File: config.mk
export PLATFORM = sky130hd
export DESIGN_NAME = twf_formatter
export DESIGN_NICKNAME = d
export VERILOG_FILES = /design/src/rtl/twf_pkg.sv /design/src/rtl/twf_formatter.sv
export SDC_FILE = /design/constraint.sdc
export NUM_CORES = 1
export LEC_CHECK = 0
export BUFFER_PORTS_ARGS = -buffer_cell sky130_fd_sc_hd__buf_2
export CORE_MARGIN = 1
export CORE_UTILIZATION = 59
export CTS_BUF_LIST = sky130_fd_sc_hd__clkbuf_16
export CTS_CLUSTER_SIZE = 20
export DETAILED_ROUTE_END_ITERATION = 6
export PLACE_DENSITY = 0.86
export SLEW_MARGIN = 20
export SYNTH_ARGS = -nofsm -noshare
export SYNTH_HDL_FRONTEND = slang
export SYNTH_SLANG_ARGS = --single-unit
File: constraint.sdc
create_clock -name core_clk -period 3.3 [get_ports core_clk]
set_input_delay 0.66 -clock core_clk [delete_from_list [all_inputs] [get_ports core_clk]]
set_output_delay 0.66 -clock core_clk [all_outputs]
set_load 0.03 [all_outputs]
File: src/rtl/twf_pkg.sv
package twf_pkg;

    // ************************************************************
    // Register map (byte addresses, one word each)
    // ************************************************************
    localparam logic [7:0] TWF_CTRL_ADDR = 8'h00;
    localparam logic [7:0] TWF_WORDS_ADDR = 8'h04;
    localparam logic [7:0] TWF_STATUS_ADDR = 8'h08;
    localparam logic [7:0] TWF_FRAMES_ADDR = 8'h0C;

    // Control field positions
    localparam int TWF_CTRL_OCC_BIT = 0;
    localparam int TWF_CTRL_PE_BIT = 1;
    localparam int TWF_CTRL_FMT_LSB = 4;
    localparam int TWF_FMT_W = 4;

    // Status field positions
    localparam int TWF_ST_FORMAT_ERROR_FLAG_BIT = 0;
    localparam int TWF_ST_BUS_PARITY_ERROR_FLAG_BIT = 1;
    localparam int TWF_ST_DTE_BIT = 2;
    localparam int TWF_ST_WDR_BIT = 3;
    localparam int TWF_ST_BUSY_BIT = 4;

    localparam logic [31:0] TWF_CTRL_RESET = 32'h0000_0000;
    localparam logic [15:0] TWF_WORDS_RESET = 16'h0001;

    // ************************************************************
    // Formats
    // ************************************************************
    localparam logic [3:0] TWF_FMT_CORE = 4'h0;
    localparam logic [3:0] TWF_FMT_SEVEN = 4'h1;
    localparam logic [3:0] TWF_FMT_ASCII = 4'h2;
    localparam logic [3:0] TWF_FMT_COMPAT = 4'h3;

    localparam logic [2:0] TWF_FRAMES_CORE = 3'h5;
    localparam logic [2:0] TWF_FRAMES_SEVEN = 3'h6;
    localparam logic [2:0] TWF_FRAMES_ASCII = 3'h5;
    localparam logic [2:0] TWF_FRAMES_COMPAT = 3'h4;

    // Shift-clock delay per format, in ns, and in 100 MHz cycles
    localparam int TWF_CLK_NS = 10;
    localparam int TWF_DLY_PLAIN_NS = 20;
    localparam int TWF_DLY_ASCII_NS = 50;
    localparam int TWF_DLY_SEVEN_NS = 70;
    localparam logic [3:0] TWF_DLY_PLAIN =
        4'((TWF_DLY_PLAIN_NS + TWF_CLK_NS - 1) / TWF_CLK_NS);
    localparam logic [3:0] TWF_DLY_ASCII =
        4'((TWF_DLY_ASCII_NS + TWF_CLK_NS - 1) / TWF_CLK_NS);
    localparam logic [3:0] TWF_DLY_SEVEN =
        4'((TWF_DLY_SEVEN_NS + TWF_CLK_NS - 1) / TWF_CLK_NS);

    // Odd parity across the 18 data lines plus the parity line
    localparam logic TWF_PARITY_ODD = 1'b1;

    // ************************************************************
    // Types
    // ************************************************************
    typedef struct packed {
        logic bus_parity_bit;
        logic [17:0] data;
    } twf_half_t;

    typedef struct packed {
        logic transfer_go;
        logic word_strobe_pulse;
        logic drive_write_clock;
        logic encoded_data_write_gate;
        logic data_phase_half_clock;
    } twf_pins_t;

    typedef enum logic [8:0] {
        TWF_IDLE = 9'b0_0000_0001,
        TWF_START = 9'b0_0000_0010,
        TWF_EDGE = 9'b0_0000_0100,
        TWF_REQ1 = 9'b0_0000_1000,
        TWF_WAIT1 = 9'b0_0001_0000,
        TWF_REQ2 = 9'b0_0010_0000,
        TWF_WAIT2 = 9'b0_0100_0000,
        TWF_SHIFT = 9'b0_1000_0000,
        TWF_RUN = 9'b1_0000_0000
    } twf_state_t;

endpackage

File: src/rtl/twf_formatter.sv
// Local design decisions: the APB interface to the registers and the address map.
`timescale 1ns/1ps
`default_nettype none

// Behaviour
// - enable follows decoded transfer function
// - sequencer runs only when enabled and started
// - go gives start pulse, edge pulse, preset
// - preset sends two separate word requests
// - both halves load into 48-bit shift register
// - first word prompt, later after conversion
// - decode format into frames per word
// - undefined format code raises format error
// - compatibility: four 8-bit frames, bits 0-31
// - core dump: fifth frame bits 32-35 low
// - ASCII: 7-bit frames, fifth carries bit 35
// - seven-track: six bits on tracks 5-0
// - seven-track sixth frame bits 30-35
// - shift clock delayed per format
// - NRZ: one strobe per drive write clock
// - PE: strobe in data gate, half rate
// - each strobe in run state outputs frame, ticks count
// - count reached requests next word
// - no request after final word
// - parity checked on each second-half load
// - strobe before host answer on later words: timing error
// - seven-track under PE is format error
module twf_formatter
    import twf_pkg::*;
(
    input wire logic core_clk,
    input wire logic nrst,
    input wire logic psel,
    input wire logic penable,
    input wire logic pwrite,
    input wire logic [7:0] paddr,
    input wire logic [31:0] pwdata,
    output logic [31:0] prdata,
    output logic pready,
    output logic pslverr,
    input wire twf_pkg::twf_pins_t pins_in,
    input wire twf_pkg::twf_half_t host_half,
    output logic formatter_enable,
    output logic drive_start_pulse,
    output logic start_edge_pulse,
    output logic word_request_pulse,
    output logic shift_register_clock,
    output logic record_write_active,
    output logic char_write_strobe,
    output logic frame_count_tick,
    output logic [7:0] frame_data,
    output logic set_bus_parity_error,
    output logic set_timing_error
);
    import twf_pkg::*;

    // ************************************************************
    // Functions
    // ************************************************************
    function automatic logic [2:0] frames_of(input logic [3:0] f);
        logic [2:0] n;
        n = TWF_FRAMES_COMPAT;
        if (f == TWF_FMT_CORE) n = TWF_FRAMES_CORE;
        else if (f == TWF_FMT_SEVEN) n = TWF_FRAMES_SEVEN;
        else if (f == TWF_FMT_ASCII) n = TWF_FRAMES_ASCII;
        return n;
    endfunction

    function automatic logic [3:0] width_of(input logic [3:0] f);
        logic [3:0] w;
        w = 4'h8;
        if (f == TWF_FMT_SEVEN) w = 4'h6;
        else if (f == TWF_FMT_ASCII) w = 4'h7;
        return w;
    endfunction

    // Lowest word bit lands on the highest used track, except the ASCII fifth frame, where it lands on track 6 below bit 35
    function automatic logic [7:0] frame_of(input logic [47:0] sr,
        input logic [3:0] f, input logic last);
        logic [7:0] o;
        o = 8'h00;
        if (f == TWF_FMT_CORE && last) begin
            for (int i = 0; i < 4; i++) o[3 - i] = sr[i];
        end else if (f == TWF_FMT_ASCII) begin
            for (int i = 0; i < 7; i++) o[6 - i] = sr[i];
            if (last) o[7] = sr[7];
        end else if (f == TWF_FMT_SEVEN) begin
            for (int i = 0; i < 6; i++) o[5 - i] = sr[i];
        end else begin
            for (int i = 0; i < 8; i++) o[7 - i] = sr[i];
        end
        return o;
    endfunction

    // ************************************************************
    // Pin synchronisers
    // ************************************************************
    twf_pins_t pins_s1_q, pins_s2_q;
    twf_half_t half_s1_q, half_s2_q;
    logic go_prev_q, wstb_prev_q, wclk_prev_q;

    always_ff @(posedge core_clk or negedge nrst) begin
        if (!nrst) begin
            pins_s1_q <= '0;
            pins_s2_q <= '0;
            half_s1_q <= '0;
            half_s2_q <= '0;
            go_prev_q <= 1'b0;
            wstb_prev_q <= 1'b0;
            wclk_prev_q <= 1'b0;
        end else begin
            pins_s1_q <= pins_in;
            pins_s2_q <= pins_s1_q;
            half_s1_q <= host_half;
            half_s2_q <= half_s1_q;
            go_prev_q <= pins_s2_q.transfer_go;
            wstb_prev_q <= pins_s2_q.word_strobe_pulse;
            wclk_prev_q <= pins_s2_q.drive_write_clock;
        end
    end

    wire go_rise = pins_s2_q.transfer_go & ~go_prev_q;
    wire wstb_rise = pins_s2_q.word_strobe_pulse & ~wstb_prev_q;
    wire wclk_rise = pins_s2_q.drive_write_clock & ~wclk_prev_q;

    // ************************************************************
    // Registers and APB slave
    // ************************************************************
    logic [31:0] ctrl_q;
    logic [15:0] words_q;
    logic format_error_flag_q, bus_parity_error_flag_q, dte_q;
    logic [15:0] frame_cnt_q;
    twf_state_t state_q, state_d;

    wire wr_en = psel & penable & pwrite;
    wire sel_ctrl = (paddr == TWF_CTRL_ADDR);
    wire sel_words = (paddr == TWF_WORDS_ADDR);
    wire sel_status = (paddr == TWF_STATUS_ADDR);
    wire sel_frames = (paddr == TWF_FRAMES_ADDR);
    wire mapped = sel_ctrl | sel_words | sel_status | sel_frames;
    wire clr_format_error_flag = wr_en & sel_status & pwdata[TWF_ST_FORMAT_ERROR_FLAG_BIT];
    wire clr_bus_parity_error_flag = wr_en & sel_status & pwdata[TWF_ST_BUS_PARITY_ERROR_FLAG_BIT];
    wire clr_dte = wr_en & sel_status & pwdata[TWF_ST_DTE_BIT];

    wire [3:0] cfg_fmt = ctrl_q[TWF_CTRL_FMT_LSB +: TWF_FMT_W];
    wire cfg_pe = ctrl_q[TWF_CTRL_PE_BIT];
    wire busy = (state_q != TWF_IDLE);

    logic [31:0] status_word;
    always_comb begin
        status_word = 32'h0000_0000;
        status_word[TWF_ST_FORMAT_ERROR_FLAG_BIT] = format_error_flag_q;
        status_word[TWF_ST_BUS_PARITY_ERROR_FLAG_BIT] = bus_parity_error_flag_q;
        status_word[TWF_ST_DTE_BIT] = dte_q;
        status_word[TWF_ST_WDR_BIT] = record_write_active;
        status_word[TWF_ST_BUSY_BIT] = busy;
    end

    wire [31:0] rd_mux =
        sel_ctrl ? ctrl_q :
        sel_words ? {16'h0000, words_q} :
        sel_status ? status_word :
        sel_frames ? {16'h0000, frame_cnt_q} : 32'h0000_0000;

    assign pready = 1'b1;
    assign pslverr = psel & penable & ~mapped;
    assign prdata = rd_mux;

    always_ff @(posedge core_clk or negedge nrst) begin
        if (!nrst) begin
            ctrl_q <= TWF_CTRL_RESET;
            words_q <= TWF_WORDS_RESET;
        end else if (wr_en && sel_ctrl) begin
            ctrl_q <= pwdata;
        end else if (wr_en && sel_words) begin
            words_q <= pwdata[15:0];
        end
    end

    assign formatter_enable = ctrl_q[TWF_CTRL_OCC_BIT];

    // ************************************************************
    // Record sequencer
    // ************************************************************
    logic start_latched_q;
    logic [3:0] fmt_q;
    logic [2:0] fidx_q;
    logic [3:0] dly_q;
    logic [15:0] words_left_q;
    logic [47:0] sr_q;
    logic strobe_q, tick_q, first_q, wdr_q;
    logic [7:0] frame_q;

    // Strobe source differs per recording mode
    wire nrz_strobe = wclk_rise & wdr_q & ~cfg_pe;
    wire pe_strobe = wclk_rise & wdr_q & cfg_pe
        & pins_s2_q.encoded_data_write_gate
        & pins_s2_q.data_phase_half_clock;
    wire strobe_now = nrz_strobe | pe_strobe;

    wire fmt_bad = (cfg_fmt > TWF_FMT_COMPAT);
    wire pe_seven = cfg_pe & (cfg_fmt == TWF_FMT_SEVEN);
    wire run_ok = formatter_enable & start_latched_q;
    wire frame_last = (fidx_q == frames_of(fmt_q) - 3'h1);
    wire char_count_match = (state_q == TWF_RUN) & strobe_q & frame_last;
    wire parity_bad = ((^half_s2_q.data) ^ half_s2_q.bus_parity_bit)
        != TWF_PARITY_ODD;
    wire word_pending = (state_q == TWF_REQ1) | (state_q == TWF_WAIT1)
        | (state_q == TWF_REQ2) | (state_q == TWF_WAIT2)
        | (state_q == TWF_SHIFT);
    wire [3:0] dly_sel = (fmt_q == TWF_FMT_SEVEN) ? TWF_DLY_SEVEN :
        (fmt_q == TWF_FMT_ASCII) ? TWF_DLY_ASCII : TWF_DLY_PLAIN;

    always_comb begin
        state_d = state_q;
        case (state_q)
            TWF_IDLE: begin
                if (run_ok && !fmt_bad && !pe_seven) state_d = TWF_START;
            end
            TWF_START: state_d = TWF_EDGE;
            TWF_EDGE: state_d = TWF_REQ1;
            TWF_REQ1: state_d = TWF_WAIT1;
            TWF_WAIT1: begin
                if (wstb_rise) state_d = TWF_REQ2;
            end
            TWF_REQ2: state_d = TWF_WAIT2;
            TWF_WAIT2: begin
                if (wstb_rise) state_d = TWF_SHIFT;
            end
            TWF_SHIFT: begin
                if (dly_q == 4'h0) state_d = TWF_RUN;
            end
            TWF_RUN: begin
                if (!formatter_enable) state_d = TWF_IDLE;
                else if (char_count_match) begin
                    if (words_left_q == 16'h0000) state_d = TWF_IDLE;
                    else state_d = TWF_REQ1;
                end
            end
            default: state_d = TWF_IDLE;
        endcase
    end

    assign drive_start_pulse = (state_q == TWF_START);
    assign start_edge_pulse = (state_q == TWF_EDGE);
    assign word_request_pulse = (state_q == TWF_REQ1)
        | (state_q == TWF_REQ2);
    assign shift_register_clock = (state_q == TWF_SHIFT)
        & (dly_q == 4'h0);
    assign set_bus_parity_error = (state_q == TWF_WAIT2) & wstb_rise
        & parity_bad;
    assign set_timing_error = strobe_q & word_pending & ~first_q;

    always_ff @(posedge core_clk or negedge nrst) begin
        if (!nrst) begin
            state_q <= TWF_IDLE;
        end else begin
            state_q <= state_d;
        end
    end

    always_ff @(posedge core_clk or negedge nrst) begin
        if (!nrst) begin
            start_latched_q <= 1'b0;
            fmt_q <= TWF_FMT_CORE;
            words_left_q <= 16'h0000;
            first_q <= 1'b0;
            wdr_q <= 1'b0;
            dly_q <= 4'h0;
        end else begin
            if (go_rise && state_q == TWF_IDLE) start_latched_q <= 1'b1;
            else if (state_q == TWF_START) start_latched_q <= 1'b0;
            if (state_q == TWF_START) begin
                fmt_q <= cfg_fmt;
                words_left_q <= words_q;
                first_q <= 1'b1;
                wdr_q <= 1'b1;
            end
            if (state_q == TWF_RUN) first_q <= 1'b0;
            if (state_d == TWF_IDLE) wdr_q <= 1'b0;
            if (state_q == TWF_WAIT2 && wstb_rise
                && words_left_q != 16'h0000) begin
                words_left_q <= words_left_q - 16'h0001;
            end
            if (state_q == TWF_WAIT2) dly_q <= dly_sel;
            else if (dly_q != 4'h0) dly_q <= dly_q - 4'h1;
        end
    end

    // Halves meet in the low 36 bits; upper bits stay clear
    always_ff @(posedge core_clk or negedge nrst) begin
        if (!nrst) begin
            sr_q <= 48'h0000_0000_0000;
        end else if (state_q == TWF_WAIT1 && wstb_rise) begin
            sr_q <= {30'h0000_0000, half_s2_q.data};
        end else if (state_q == TWF_WAIT2 && wstb_rise) begin
            sr_q <= {12'h000, half_s2_q.data, sr_q[17:0]};
        end else if (state_q == TWF_RUN && strobe_q) begin
            sr_q <= sr_q >> width_of(fmt_q);
        end
    end

    // ************************************************************
    // Frame output
    // ************************************************************
    always_ff @(posedge core_clk or negedge nrst) begin
        if (!nrst) begin
            strobe_q <= 1'b0;
            tick_q <= 1'b0;
            frame_q <= 8'h00;
            fidx_q <= 3'h0;
            frame_cnt_q <= 16'h0000;
        end else begin
            strobe_q <= strobe_now;
            tick_q <= (state_q == TWF_RUN) & strobe_q;
            if (state_q == TWF_START) frame_cnt_q <= 16'h0000;
            if (state_q == TWF_REQ1) fidx_q <= 3'h0;
            if (state_q == TWF_RUN && strobe_q) begin
                frame_q <= frame_of(sr_q, fmt_q, frame_last);
                frame_cnt_q <= frame_cnt_q + 16'h0001;
                fidx_q <= fidx_q + 3'h1;
            end
        end
    end

    assign char_write_strobe = strobe_q;
    assign frame_count_tick = tick_q;
    assign frame_data = frame_q;
    assign record_write_active = wdr_q;

    // ************************************************************
    // Error flags: a set in the clearing cycle wins
    // ************************************************************
    wire set_format_error_flag = (state_q == TWF_IDLE) & run_ok & (fmt_bad | pe_seven);

    always_ff @(posedge core_clk or negedge nrst) begin
        if (!nrst) begin
            format_error_flag_q <= 1'b0;
            bus_parity_error_flag_q <= 1'b0;
            dte_q <= 1'b0;
        end else begin
            format_error_flag_q <= (format_error_flag_q & ~clr_format_error_flag) | set_format_error_flag;
            bus_parity_error_flag_q <= (bus_parity_error_flag_q & ~clr_bus_parity_error_flag) | set_bus_parity_error;
            dte_q <= (dte_q & ~clr_dte) | set_timing_error;
        end
    end

    // ************************************************************
    // Checks
    // ************************************************************
    chk_enable_follows: assert property (@(posedge core_clk)
        disable iff (!nrst) formatter_enable == ctrl_q[TWF_CTRL_OCC_BIT])
        else $error("enable does not follow control bit");
    chk_start_gated: assert property (@(posedge core_clk)
        disable iff (!nrst) $rose(drive_start_pulse) |-> $past(run_ok))
        else $error("start without enable and latch");
    chk_start_order: assert property (@(posedge core_clk)
        disable iff (!nrst)
        drive_start_pulse |=> start_edge_pulse ##1 word_request_pulse)
        else $error("start pulse order wrong");
    chk_two_requests: assert property (@(posedge core_clk)
        disable iff (!nrst)
        word_request_pulse |=> !word_request_pulse)
        else $error("word requests not separate");
    chk_format_error: assert property (@(posedge core_clk)
        disable iff (!nrst) set_format_error_flag |=> format_error_flag_q && state_q == TWF_IDLE)
        else $error("bad format not flagged");
    chk_tick_strobe: assert property (@(posedge core_clk)
        disable iff (!nrst)
        (state_q == TWF_RUN && strobe_q) |=> frame_count_tick)
        else $error("frame tick missing");
    chk_last_word: assert property (@(posedge core_clk)
        disable iff (!nrst)
        (char_count_match && words_left_q == 16'h0000)
        |=> !word_request_pulse [*2])
        else $error("request after last word");
    chk_timing_err: assert property (@(posedge core_clk)
        disable iff (!nrst) set_timing_error |=> dte_q)
        else $error("timing error flag not set");
    chk_parity_err: assert property (@(posedge core_clk)
        disable iff (!nrst) set_bus_parity_error |=> bus_parity_error_flag_q)
        else $error("parity flag not set");
    chk_fmt_held: assert property (@(posedge core_clk)
        disable iff (!nrst)
        (state_q == TWF_RUN && $past(state_q) == TWF_RUN)
        |-> $stable(fmt_q))
        else $error("format changed mid record");

endmodule

`default_nettype wire

==> impl_metrics.env, run 1 <==
export IMPL_synth_fp_nets=1065
export IMPL_timing_final_crit_share=0.948
export IMPL_synth_edf_count=0
export IMPL_synth_top_cells_by_area="sky130_fd_sc_hd__dfrtp_1, sky130_fd_sc_hd__nand2_1, sky130_fd_sc_hd__mux2_2"
export IMPL_drive_gt1_frac=0.221
export IMPL_drt_first_iter_violations=957
export IMPL_drv_max_cap_violation_count=0
export IMPL_setup_viol=0
export IMPL_count_of_tritonroute_iterations_in_the_first_routing_pass=6
export IMPL_p_leak_nw=5.68
export IMPL_cts_repair_resize_count=0
export IMPL_insertedDiodeCount=0
export IMPL_postLayoutCellArea_um2=11900
export IMPL_clk_pin_slew_ns=0.06
export IMPL_die_area_um2=18000
export IMPL_cp_slowest_stage_delay_ns=0.59
export IMPL_final_antenna_net_count=0
export IMPL_io_pins=121
export IMPL_power_per_cell_area_nw_per_um2=497
export IMPL_timing_critical_path_buf_inv=1
export IMPL_start_util=0.613
export IMPL_outcome="completed"
export IMPL_critPathMaxFanout=12
export IMPL_drt_wirelength_per_cell_um=18.9
export IMPL_crit_reg_reg_startpoint="state_q[5]$_DFF_PN0_"
export IMPL_synth_top_cell_area_share=0.517
export IMPL_timing_final_max_slew_violations=0
export IMPL_final_min_clock_period_ns=3.13
export IMPL_vias=8354
export IMPL_count_of_clock_tree_sinks=215
export IMPL_cp_top_family="simple AND/OR/NAND/NOR gates"
export IMPL_worst_pin_slew_ns=0.738
export IMPL_tritoncts_num_buffers=23
export IMPL_critical_path_cell_chain="nor3_2, and4_1, a211o_1, a21oi_1, buf_2"
export IMPL_coreArea_um2=16800
export IMPL_post_cts_repair_setup_buffers=0
export IMPL_dpl_cell_area_um2=11100
export IMPL_hold_path_class="in2async"
export IMPL_critPathLaunchType="flip-flop"
export IMPL_share_of_synthesized_flip_flops_with_an_asynchronous_set_or_reset=1.00
export IMPL_peak_supply_drop_mv=0.485
export IMPL_yosysTopAreaCell="sky130_fd_sc_hd__dfrtp_1"
export IMPL_postCtsHoldBufs=0
export IMPL_clock_latency_at_the_later_pin_of_the_worst_skew_pair_ns=0.51
export IMPL_r2r_setup_slack_ns=0.60
export IMPL_grt_resource_usage_total=0.286
export IMPL_clock_skew_final_ns=0.00787
export IMPL_grt_max_degree=92
export IMPL_synth_common_cells="sky130_fd_sc_hd__dfrtp_1, sky130_fd_sc_hd__nand2_1, sky130_fd_sc_hd__nor2_1"
export IMPL_reg2reg_to="words_left_q[5]$_DFFE_PN0P_"
export IMPL_critical_path_slowest_cell="sky130_fd_sc_hd__nor3_2"
export IMPL_worst_slew_margin_rel=0.508
export IMPL_floorplan_die_height_um=134
export IMPL_yosysUniqueCellTypes=85
export IMPL_maxClockFrequency_mhz=320
export IMPL_routed_via_density=6.28
export IMPL_ctsLongestPathBuffers=3
export IMPL_clk_root_buffer_cell="sky130_fd_sc_hd__clkbuf_16"
export IMPL_antenna_found_initial=0
export IMPL_synth_main_ff_cell="sky130_fd_sc_hd__dfrtp_1"
export IMPL_fp_row_count=47
export IMPL_postRouteWirelength_um=25100
export IMPL_die_width_um=134
export IMPL_first_global_vias=7830
export IMPL_cts_max_level=1
export IMPL_grt_first_pass_wirelength_um=40800
export IMPL_arrival_ns=2.47
export IMPL_postSynthRegisterBits=215
export IMPL_yosysWarningCount=0
export IMPL_grt_overflow=0
export IMPL_ys_seq_area_frac=0.522
export IMPL_cp_end_kind="primary output"
export IMPL_layout_area_overhead_vs_synth_pct=15.2
export IMPL_synth_most_common_cell="sky130_fd_sc_hd__dfrtp_1"
export IMPL_reg2reg_depth=6
export IMPL_criticalPathCategory="reg2out"
export IMPL_finalWeightedCongestion=0.862
export IMPL_hpwl_dp_um=16700
export IMPL_syn_area_um2=10300
export IMPL_totalNegativeSetupSlack_ns=0
export IMPL_layout_nets=1168
export IMPL_io_buffer_count=119
export IMPL_detail_route_drc_violations=0
export IMPL_cts_tree="built"
export IMPL_rsz0062_at_grt="no"
export IMPL_postSynthCellCount=991
export IMPL_required_time_of_the_worst_setup_path_ns=2.64
export IMPL_syn_avg_cell_area_um2=10.4
export IMPL_hold_viol_final=0
power breakdown:
group          switching [W]  total, W  internal, W
registers          0.0000655   0.00277      0.00271
logic               0.000308  0.000519     0.000210
clock network        0.00103   0.00262      0.00158
total                0.00141   0.00591      0.00450
cells by family after synthesis:
group,after synthesis,synth area share
simple gates,348,0.171
compound gates,248,0.163
flops,215,0.522
buf+inv,78,0.0330
mux,72,0.0822
xor+xnor,24,0.0217
fa+ha+maj,5,0.00607
other cells,1,0.000364
worst reg2reg max path, stage by stage, from the launching register on:
cell	delay (ns)
sky130_fd_sc_hd__dfrtp_1	0.46
sky130_fd_sc_hd__nor3_2	0.59
sky130_fd_sc_hd__and3_1	0.26
sky130_fd_sc_hd__buf_4	0.22
sky130_fd_sc_hd__nand2_1	0.32
sky130_fd_sc_hd__o311a_1	0.44
sky130_fd_sc_hd__a211o_1	0.28
final cells by class:
| cell class | instances | area, µm² |
|---|---|---|
| clock buffer | 23 | 576 |
| fill | 1207 | 4940 |
| sequential | 215 | 5380 |
| multi-input combinational | 698 | 4600 |
| timing repair buffer | 141 | 795 |
| inverter | 15 | 56.3 |
| clock inverter | 19 | 194 |
| tap | 220 | 275 |
worst max-delay path by stage:
stage                          from    endpoint  slack, ns  depth (start not counted)
4_1_cts        state_q[5]$_DFF_PN0_   prdata[4]       0.17                          5
6_report       state_q[5]$_DFF_PN0_   prdata[4]       0.17                          5
3_3_place_gp               paddr[5]  prdata[21]       0.59                          6
3_5_place_dp               paddr[5]  prdata[29]       0.49                          6
2_1_floorplan              paddr[3]   prdata[4]       0.54                          5
5_1_grt        state_q[5]$_DFF_PN0_   prdata[4]       0.03                          5
per-stage QoR:
| stage | setup WS (ns) | hold slack, ns | utilization | cells | total power, W |
|---|---|---|---|---|---|
| floorplan | 0.544 | 0.331 | - | 991 | 0.00312 |
| global placement | 0.588 | 0.332 | 0.661 | 1289 | 0.00331 |
| detailed placement | 0.488 | 0.335 | 0.661 | 1289 | 0.00333 |
| CTS | 0.172 | 0.234 | 0.706 | 1331 | 0.00593 |
| global route | 0.0282 | 0.240 | 0.706 | 1331 | 0.00610 |
| finish | 0.171 | 0.203 | 0.706 | 1331 | 0.00591 |
state kept, by name (all words and copies together), names as in the netlist, 8 cells and up:
signal and count:
sr_q 48, ctrl_q 32, half_s1_q 19, half_s2_q 19, frame_cnt_q 16, words_left_q 16
words_q 16, state_q 9, frame_data 8
layout by cell type (no fill, tap or decap), types with 6 or more instances in the layout:
cell type,instances
sky130_fd_sc_hd__nor2b_1,9
sky130_fd_sc_hd__and4_1,8
sky130_fd_sc_hd__clkbuf_16,23
sky130_fd_sc_hd__nand4_1,9
sky130_fd_sc_hd__nor2_1,76
sky130_fd_sc_hd__mux2_1,21
sky130_fd_sc_hd__mux2_2,40
sky130_fd_sc_hd__nor4_1,7
sky130_fd_sc_hd__mux2i_1,7
sky130_fd_sc_hd__nor3_1,8
sky130_fd_sc_hd__a31oi_1,19
sky130_fd_sc_hd__dfrtp_1,213
sky130_fd_sc_hd__inv_1,18
sky130_fd_sc_hd__o21ai_1,16
sky130_fd_sc_hd__and2_1,23
sky130_fd_sc_hd__a22o_1,13
sky130_fd_sc_hd__o21ai_0,23
sky130_fd_sc_hd__buf_2,118
sky130_fd_sc_hd__a211oi_1,11
sky130_fd_sc_hd__or3_1,7
sky130_fd_sc_hd__o211ai_1,7
sky130_fd_sc_hd__a2bb2oi_1,11
sky130_fd_sc_hd__a22oi_1,34
sky130_fd_sc_hd__xnor2_1,19
sky130_fd_sc_hd__a21oi_1,53
sky130_fd_sc_hd__buf_4,20
sky130_fd_sc_hd__a21o_1,18
sky130_fd_sc_hd__nand3_1,38
sky130_fd_sc_hd__clkinv_2,6
sky130_fd_sc_hd__and3_1,12
sky130_fd_sc_hd__nand2_1,121
routing by layer:
| layer | vias up | part of all wire | track usage |
|---|---|---|---|
| met5 | - | 0 | 0 |
| li1 | 3802 | - | - |
| met1 | 4092 | 0.43 | 0.420 |
| met2 | 412 | 0.47 | 0.440 |
| met3 | 48 | 0.083 | 0.0457 |
| met4 | 0 | 0.022 | 0.0836 |
No activity file was read; power rests on OpenSTA's default activity.
==> run 2, diff against run 1 <==
CORE_MARGIN = 2   (was 1)
==> run 2 against run 1 <==
Against the previous run: critical path depth is 1 higher; critical endpoint is now set_bus_parity_error; worst hold slack worse by 0.048 ns; maximum frequency is 0.27% lower; cell count is 0.60% higher; setup slack worse by 0.0086 ns; sequential power hardly changed.
==> impl_metrics.env, run 2 (same netlist as run 1, synthesis figures left out) <==
export IMPL_io_pins=121
export IMPL_drt_first_iter_violations=884
export IMPL_drive_gt1_frac=0.225
export IMPL_final_min_clock_period_ns=3.14
export IMPL_ctsLongestPathBuffers=3
export IMPL_hold_path_class="in2async"
export IMPL_setup_viol=0
export IMPL_clk_pin_slew_ns=0.06
export IMPL_postRouteWirelength_um=25000
export IMPL_routed_via_density=6.30
export IMPL_commonest_non_fill_non_tap_cell_in_the_layout="sky130_fd_sc_hd__dfrtp_1"
export IMPL_finalWeightedCongestion=0.851
export IMPL_post_cts_repair_setup_buffers=0
export IMPL_grt_max_degree=75
export IMPL_clock_latency_at_the_later_pin_of_the_worst_skew_pair_ns=0.51
export IMPL_top_reg_by_flops="sr_q"
export IMPL_outcome="completed"
export IMPL_grt_resource_usage_total=0.272
export IMPL_drt_wirelength_per_cell_um=18.7
export IMPL_r2r_setup_slack_ns=0.75
export IMPL_clk_root_buffer_cell="sky130_fd_sc_hd__clkbuf_16"
export IMPL_postCtsHoldBufs=0
export IMPL_cp_end_kind="primary output"
export IMPL_layout_area_overhead_vs_synth_pct=16.2
export IMPL_die_width_um=136
export IMPL_insertedDiodeCount=0
export IMPL_coreArea_um2=17200
export IMPL_critPathMaxFanout=3
export IMPL_hpwl_dp_um=16300
export IMPL_worst_pin_slew_ns=0.752
export IMPL_fp_row_count=48
export IMPL_required_time_of_the_worst_setup_path_ns=2.64
export IMPL_fin_util=0.698
export IMPL_rsz0062_at_grt="no"
export IMPL_grt_first_pass_wirelength_um=40300
export IMPL_most_common_layout_cells="sky130_fd_sc_hd__dfrtp_1, sky130_fd_sc_hd__nand2_1, sky130_fd_sc_hd__buf_2, sky130_fd_sc_hd__nor2_1, sky130_fd_sc_hd__a21oi_1"
export IMPL_io_buffer_count=119
export IMPL_peak_supply_drop_mv=0.512
export IMPL_hold_viol_final=0
export IMPL_detail_route_drc_violations=0
export IMPL_totalNegativeSetupSlack_ns=0
export IMPL_drv_max_cap_violation_count=0
export IMPL_vias=8440
export IMPL_count_of_clock_tree_sinks=215
export IMPL_grt_overflow=0
export IMPL_antenna_found_initial=0
export IMPL_cts_tree="built"
export IMPL_maxClockFrequency_mhz=319
export IMPL_layout_nets=1173
export IMPL_clock_skew_final_ns=0.0154
export IMPL_arrival_ns=2.48
export IMPL_largest_register_ff_count=48
export IMPL_tritoncts_num_buffers=24
export IMPL_reg_top3="sr_q x48, ctrl_q x32"
export IMPL_p_leak_nw=5.71
export IMPL_critPathLaunchType="flip-flop"
export IMPL_cts_max_level=1
export IMPL_power_per_cell_area_nw_per_um2=506
export IMPL_timing_final_crit_share=0.951
export IMPL_first_global_vias=8115
export IMPL_layout_filler_cells=1270
export IMPL_die_area_um2=18600
export IMPL_final_antenna_net_count=0
export IMPL_count_of_tritonroute_iterations_in_the_first_routing_pass=5
export IMPL_timing_final_max_slew_violations=0
export IMPL_cts_repair_resize_count=0
export IMPL_worst_slew_margin_rel=0.498
export IMPL_criticalPathCategory="reg2out"
export IMPL_start_util=0.600
export IMPL_floorplan_die_height_um=136
run 2: changes by cell type in the layout (fill, tap and decap cells not counted), sizes merged:
cell / previous run / this run
bufinv: 4 / 5
clkbuf: 24 / 25
buf: 140 / 144
inv: 22 / 18
clkinvlp: 0 / 1
run 2: power by group:
| group | total [W] | leakage (nW) | internal, W | switching (W) |
|---|---|---|---|---|
| clock | 0.00278 | 0.413 | 0.00172 | 0.00107 |
| combinational | 0.000514 | 2.43 | 0.000212 | 0.000302 |
| sequential | 0.00277 | 2.86 | 0.00271 | 0.0000622 |
run 2: through the flow:
step	instances	total power (W)	instance area [µm²]	hold WS, ns	setup WS [ns]
2_1_floorplan	991	0.00312	10300	0.331	0.544
3_3_place_gp	1298	0.00330	11200	0.331	0.609
3_5_place_dp	1298	0.00332	11200	0.335	0.546
4_1_cts	1339	0.00610	12000	0.170	0.159
5_1_grt	1339	0.00629	12000	0.187	0.0162
6_report	1339	0.00607	12000	0.155	0.162
run 2: final cells by class:
cell class | count | area, µm² | share of cell area
multi-input combinational | 698 | 4600 | 0.384
sequential | 215 | 5380 | 0.449
clock inverter | 17 | 221 | 0.0185
clock buffer | 24 | 601 | 0.0501
inverter | 15 | 56.3 | 0.00470
tap | 225 | 282 | 0.0235
timing repair buffer | 145 | 837 | 0.0699
run 2: final timing paths:
check	from	end	cells after the start
max	half_s2_q[1]$_DFF_PN0_	set_bus_parity_error	6
min	nrst	half_s1_q[6]$_DFF_PN0_	1
max reg2reg	state_q[5]$_DFF_PN0_	words_left_q[14]$_DFFE_PN0P_	6
min reg2reg	half_s1_q[0]$_DFF_PN0_	half_s2_q[0]$_DFF_PN0_	0
max in group asynchronous	nrst	frame_data[6]$_DFFE_PN0P_	2
min in group core_clk	host_half[4]	half_s1_q[4]$_DFF_PN0_	1
run 2: routing by layer:
metal	up-vias	global-route usage	share of wire
met5	-	0	0
met4	0	0.0909	0.029
met3	76	0.0511	0.076
met1	4156	0.379	0.41
met2	397	0.432	0.49
li1	3811	-	-
run 2: critical path: stages (launching register included):
cell and delay, ns:
sky130_fd_sc_hd__dfrtp_1 0.42, sky130_fd_sc_hd__xor2_1 0.20, sky130_fd_sc_hd__xnor2_1 0.25, sky130_fd_sc_hd__xnor3_1 0.47
sky130_fd_sc_hd__xnor2_1 0.32, sky130_fd_sc_hd__nor2_1 0.11, sky130_fd_sc_hd__buf_2 0.19
==> run 3, diff against run 2 <==
REMOVE_ABC_BUFFERS = 1   (was not set)
==> run 3 against run 2 <==
Against the previous run: count of clock-buffer cells in the layout shrank 2; critical path depth fell by 1; power decreased by 9.3%; core utilization decreased by 1.1 points; highest routed layer unchanged; critical path type unchanged.
==> impl_metrics.env, run 3 (same netlist as run 1, synthesis figures left out) <==
export IMPL_coreArea_um2=17200
export IMPL_final_antenna_net_count=0
export IMPL_start_util=0.600
export IMPL_clk_pin_slew_ns=0.06
export IMPL_globalRoute_busiestLayer="met2"
export IMPL_crit_reg_reg_startpoint="fmt_q[3]$_DFFE_PN0P_"
export IMPL_postCtsHoldBufs=0
export IMPL_r2r_setup_slack_ns=0.82
export IMPL_vias=8456
export IMPL_top_reg_by_flops="sr_q"
export IMPL_p_leak_nw=5.62
export IMPL_count_of_tritonroute_iterations_in_the_first_routing_pass=7
export IMPL_ff_latch_area_um2=5380
export IMPL_grt_overflow=0
export IMPL_reg_top3="sr_q x48, ctrl_q x32"
export IMPL_largest_register_ff_count=48
export IMPL_io_buffer_count=119
export IMPL_reg2reg_depth=9
export IMPL_commonest_non_fill_non_tap_cell_in_the_layout="sky130_fd_sc_hd__dfrtp_1"
export IMPL_ctsLongestPathBuffers=3
export IMPL_grt_resource_usage_total=0.290
export IMPL_holdWs_ns=0.203
export IMPL_layout_nets=1171
export IMPL_tritoncts_num_buffers=22
export IMPL_finalWeightedCongestion=0.885
export IMPL_global_routing_met3_resource_utilization=0.0611
export IMPL_multi_input_area_um2=4610
export IMPL_power_per_cell_area_nw_per_um2=467
export IMPL_clock_latency_at_the_later_pin_of_the_worst_skew_pair_ns=0.51
export IMPL_clock_skew_final_ns=0.00762
export IMPL_hold_path_class="in2async"
export IMPL_drv_max_cap_violation_count=0
export IMPL_grt_met1_usage=0.407
export IMPL_rsz0062_at_grt="no"
export IMPL_setup_viol=0
export IMPL_insertedDiodeCount=0
export IMPL_critPathLaunchType="flip-flop"
export IMPL_worst_slew_margin_rel=0.471
export IMPL_hold_viol_final=0
export IMPL_clk_root_buffer_cell="sky130_fd_sc_hd__clkbuf_16"
export IMPL_postLayoutCellArea_um2=11800
export IMPL_cts_max_level=1
export IMPL_cts_tree="built"
export IMPL_reg2reg_to="frame_data[0]$_DFFE_PN0P_"
export IMPL_postRouteWirelength_um=25800
export IMPL_totalNegativeSetupSlack_ns=0
export IMPL_worst_pin_slew_ns=0.793
export IMPL_die_width_um=136
export IMPL_arrival_ns=2.39
export IMPL_grt_first_pass_wirelength_um=42700
export IMPL_cp_end_kind="primary output"
export IMPL_maxClockFrequency_mhz=328
export IMPL_most_common_layout_cells="sky130_fd_sc_hd__dfrtp_1, sky130_fd_sc_hd__nand2_1, sky130_fd_sc_hd__buf_2, sky130_fd_sc_hd__nor2_1, sky130_fd_sc_hd__a21oi_1"
export IMPL_first_global_vias=8207
export IMPL_dpl_cell_area_um2=11100
export IMPL_detail_route_drc_violations=0
export IMPL_required_time_of_the_worst_setup_path_ns=2.64
export IMPL_layout_filler_cells=1259
export IMPL_layout_area_overhead_vs_synth_pct=14.3
export IMPL_timing_final_crit_share=0.924
export IMPL_drt_first_iter_violations=1064
export IMPL_hpwl_dp_um=17400
export IMPL_die_area_um2=18600
export IMPL_routed_via_density=6.32
export IMPL_io_pins=121
export IMPL_peak_supply_drop_mv=0.409
export IMPL_criticalPathCategory="reg2out"
export IMPL_antenna_found_initial=0
export IMPL_timing_final_max_slew_violations=0
export IMPL_fp_row_count=48
export IMPL_drt_wirelength_per_cell_um=19.3
export IMPL_floorplan_die_height_um=136
export IMPL_final_min_clock_period_ns=3.05
export IMPL_critPathMaxFanout=5
export IMPL_drive_gt1_frac=0.216
export IMPL_grt_max_degree=91
export IMPL_outcome="completed"
export IMPL_grt_use_met2=0.460
export IMPL_count_of_clock_tree_sinks=215
run 3: cell types whose count changed in the layout (fill, tap and decap cells not counted):
cell and change:
sky130_fd_sc_hd__clkinv_1 +8, sky130_fd_sc_hd__clkbuf_16 -2, sky130_fd_sc_hd__inv_6 -1, sky130_fd_sc_hd__nor3_4 +1, sky130_fd_sc_hd__inv_1 +1, sky130_fd_sc_hd__clkinv_2 -3
sky130_fd_sc_hd__buf_12 -1, sky130_fd_sc_hd__buf_4 +1, sky130_fd_sc_hd__bufinv_16 -5, sky130_fd_sc_hd__nor3_2 -1
run 3: critical path: stages (launching register included):
cell and delay [ns]:
sky130_fd_sc_hd__dfrtp_1 0.40, sky130_fd_sc_hd__inv_1 0.06, sky130_fd_sc_hd__ha_1 0.19, sky130_fd_sc_hd__or3b_2 0.53, sky130_fd_sc_hd__nor3b_1 0.42, sky130_fd_sc_hd__buf_2 0.29
run 3: cell type report:
class	count	area share
sequential	215	0.457
multi-input combinational	698	0.391
timing repair buffer	145	0.0700
clock buffer	22	0.0467
tap	225	0.0239
clock inverter	17	0.00690
inverter	15	0.00478
run 3: how the worst max path moves through the flow:
stage	from	end	cells past startpoint
global route	dly_q[0]$_DFFE_PN0P_	shift_register_clock	5
floorplan	fmt_q[3]$_DFFE_PN0P_	sr_q[12]$_DFFE_PN0P_	5
finish	dly_q[0]$_DFFE_PN0P_	shift_register_clock	5
global placement	paddr[3]	prdata[2]	4
detailed placement	paddr[5]	prdata[21]	6
CTS	state_q[5]$_DFF_PN0_	set_bus_parity_error	4
run 3: what timing repair did:
action,4_1_cts,5_1_grt
endpoints found under the setup margin,0,3
gates resized for setup,0,1
setup buffers,0,0
run 3: metal layers:
layer	wire length, µm	vias to the layer above	part of all wire
li1	-	3811	-
met1	10400	4126	0.40
met2	12300	458	0.48
met3	2520	61	0.098
met4	633	0	0.024
met5	0	-	0
run 3: where the power goes:
group	total, W	switching, W	internal, W
logic	0.000521	0.000309	0.000212
clock network	0.00221	0.00100	0.00121
registers	0.00277	0.0000645	0.00271
run 3: per-stage QoR:
stage,cells,total power (W),utilization,setup WS (ns)
after floorplan,928,0.00310,-,-3.00
after global placement,1298,0.00331,0.649,0.637
after detailed placement,1298,0.00333,0.649,0.585
after CTS,1337,0.00553,0.686,0.133
after global routing,1337,0.00570,0.686,0.116
final,1337,0.00550,0.686,0.250
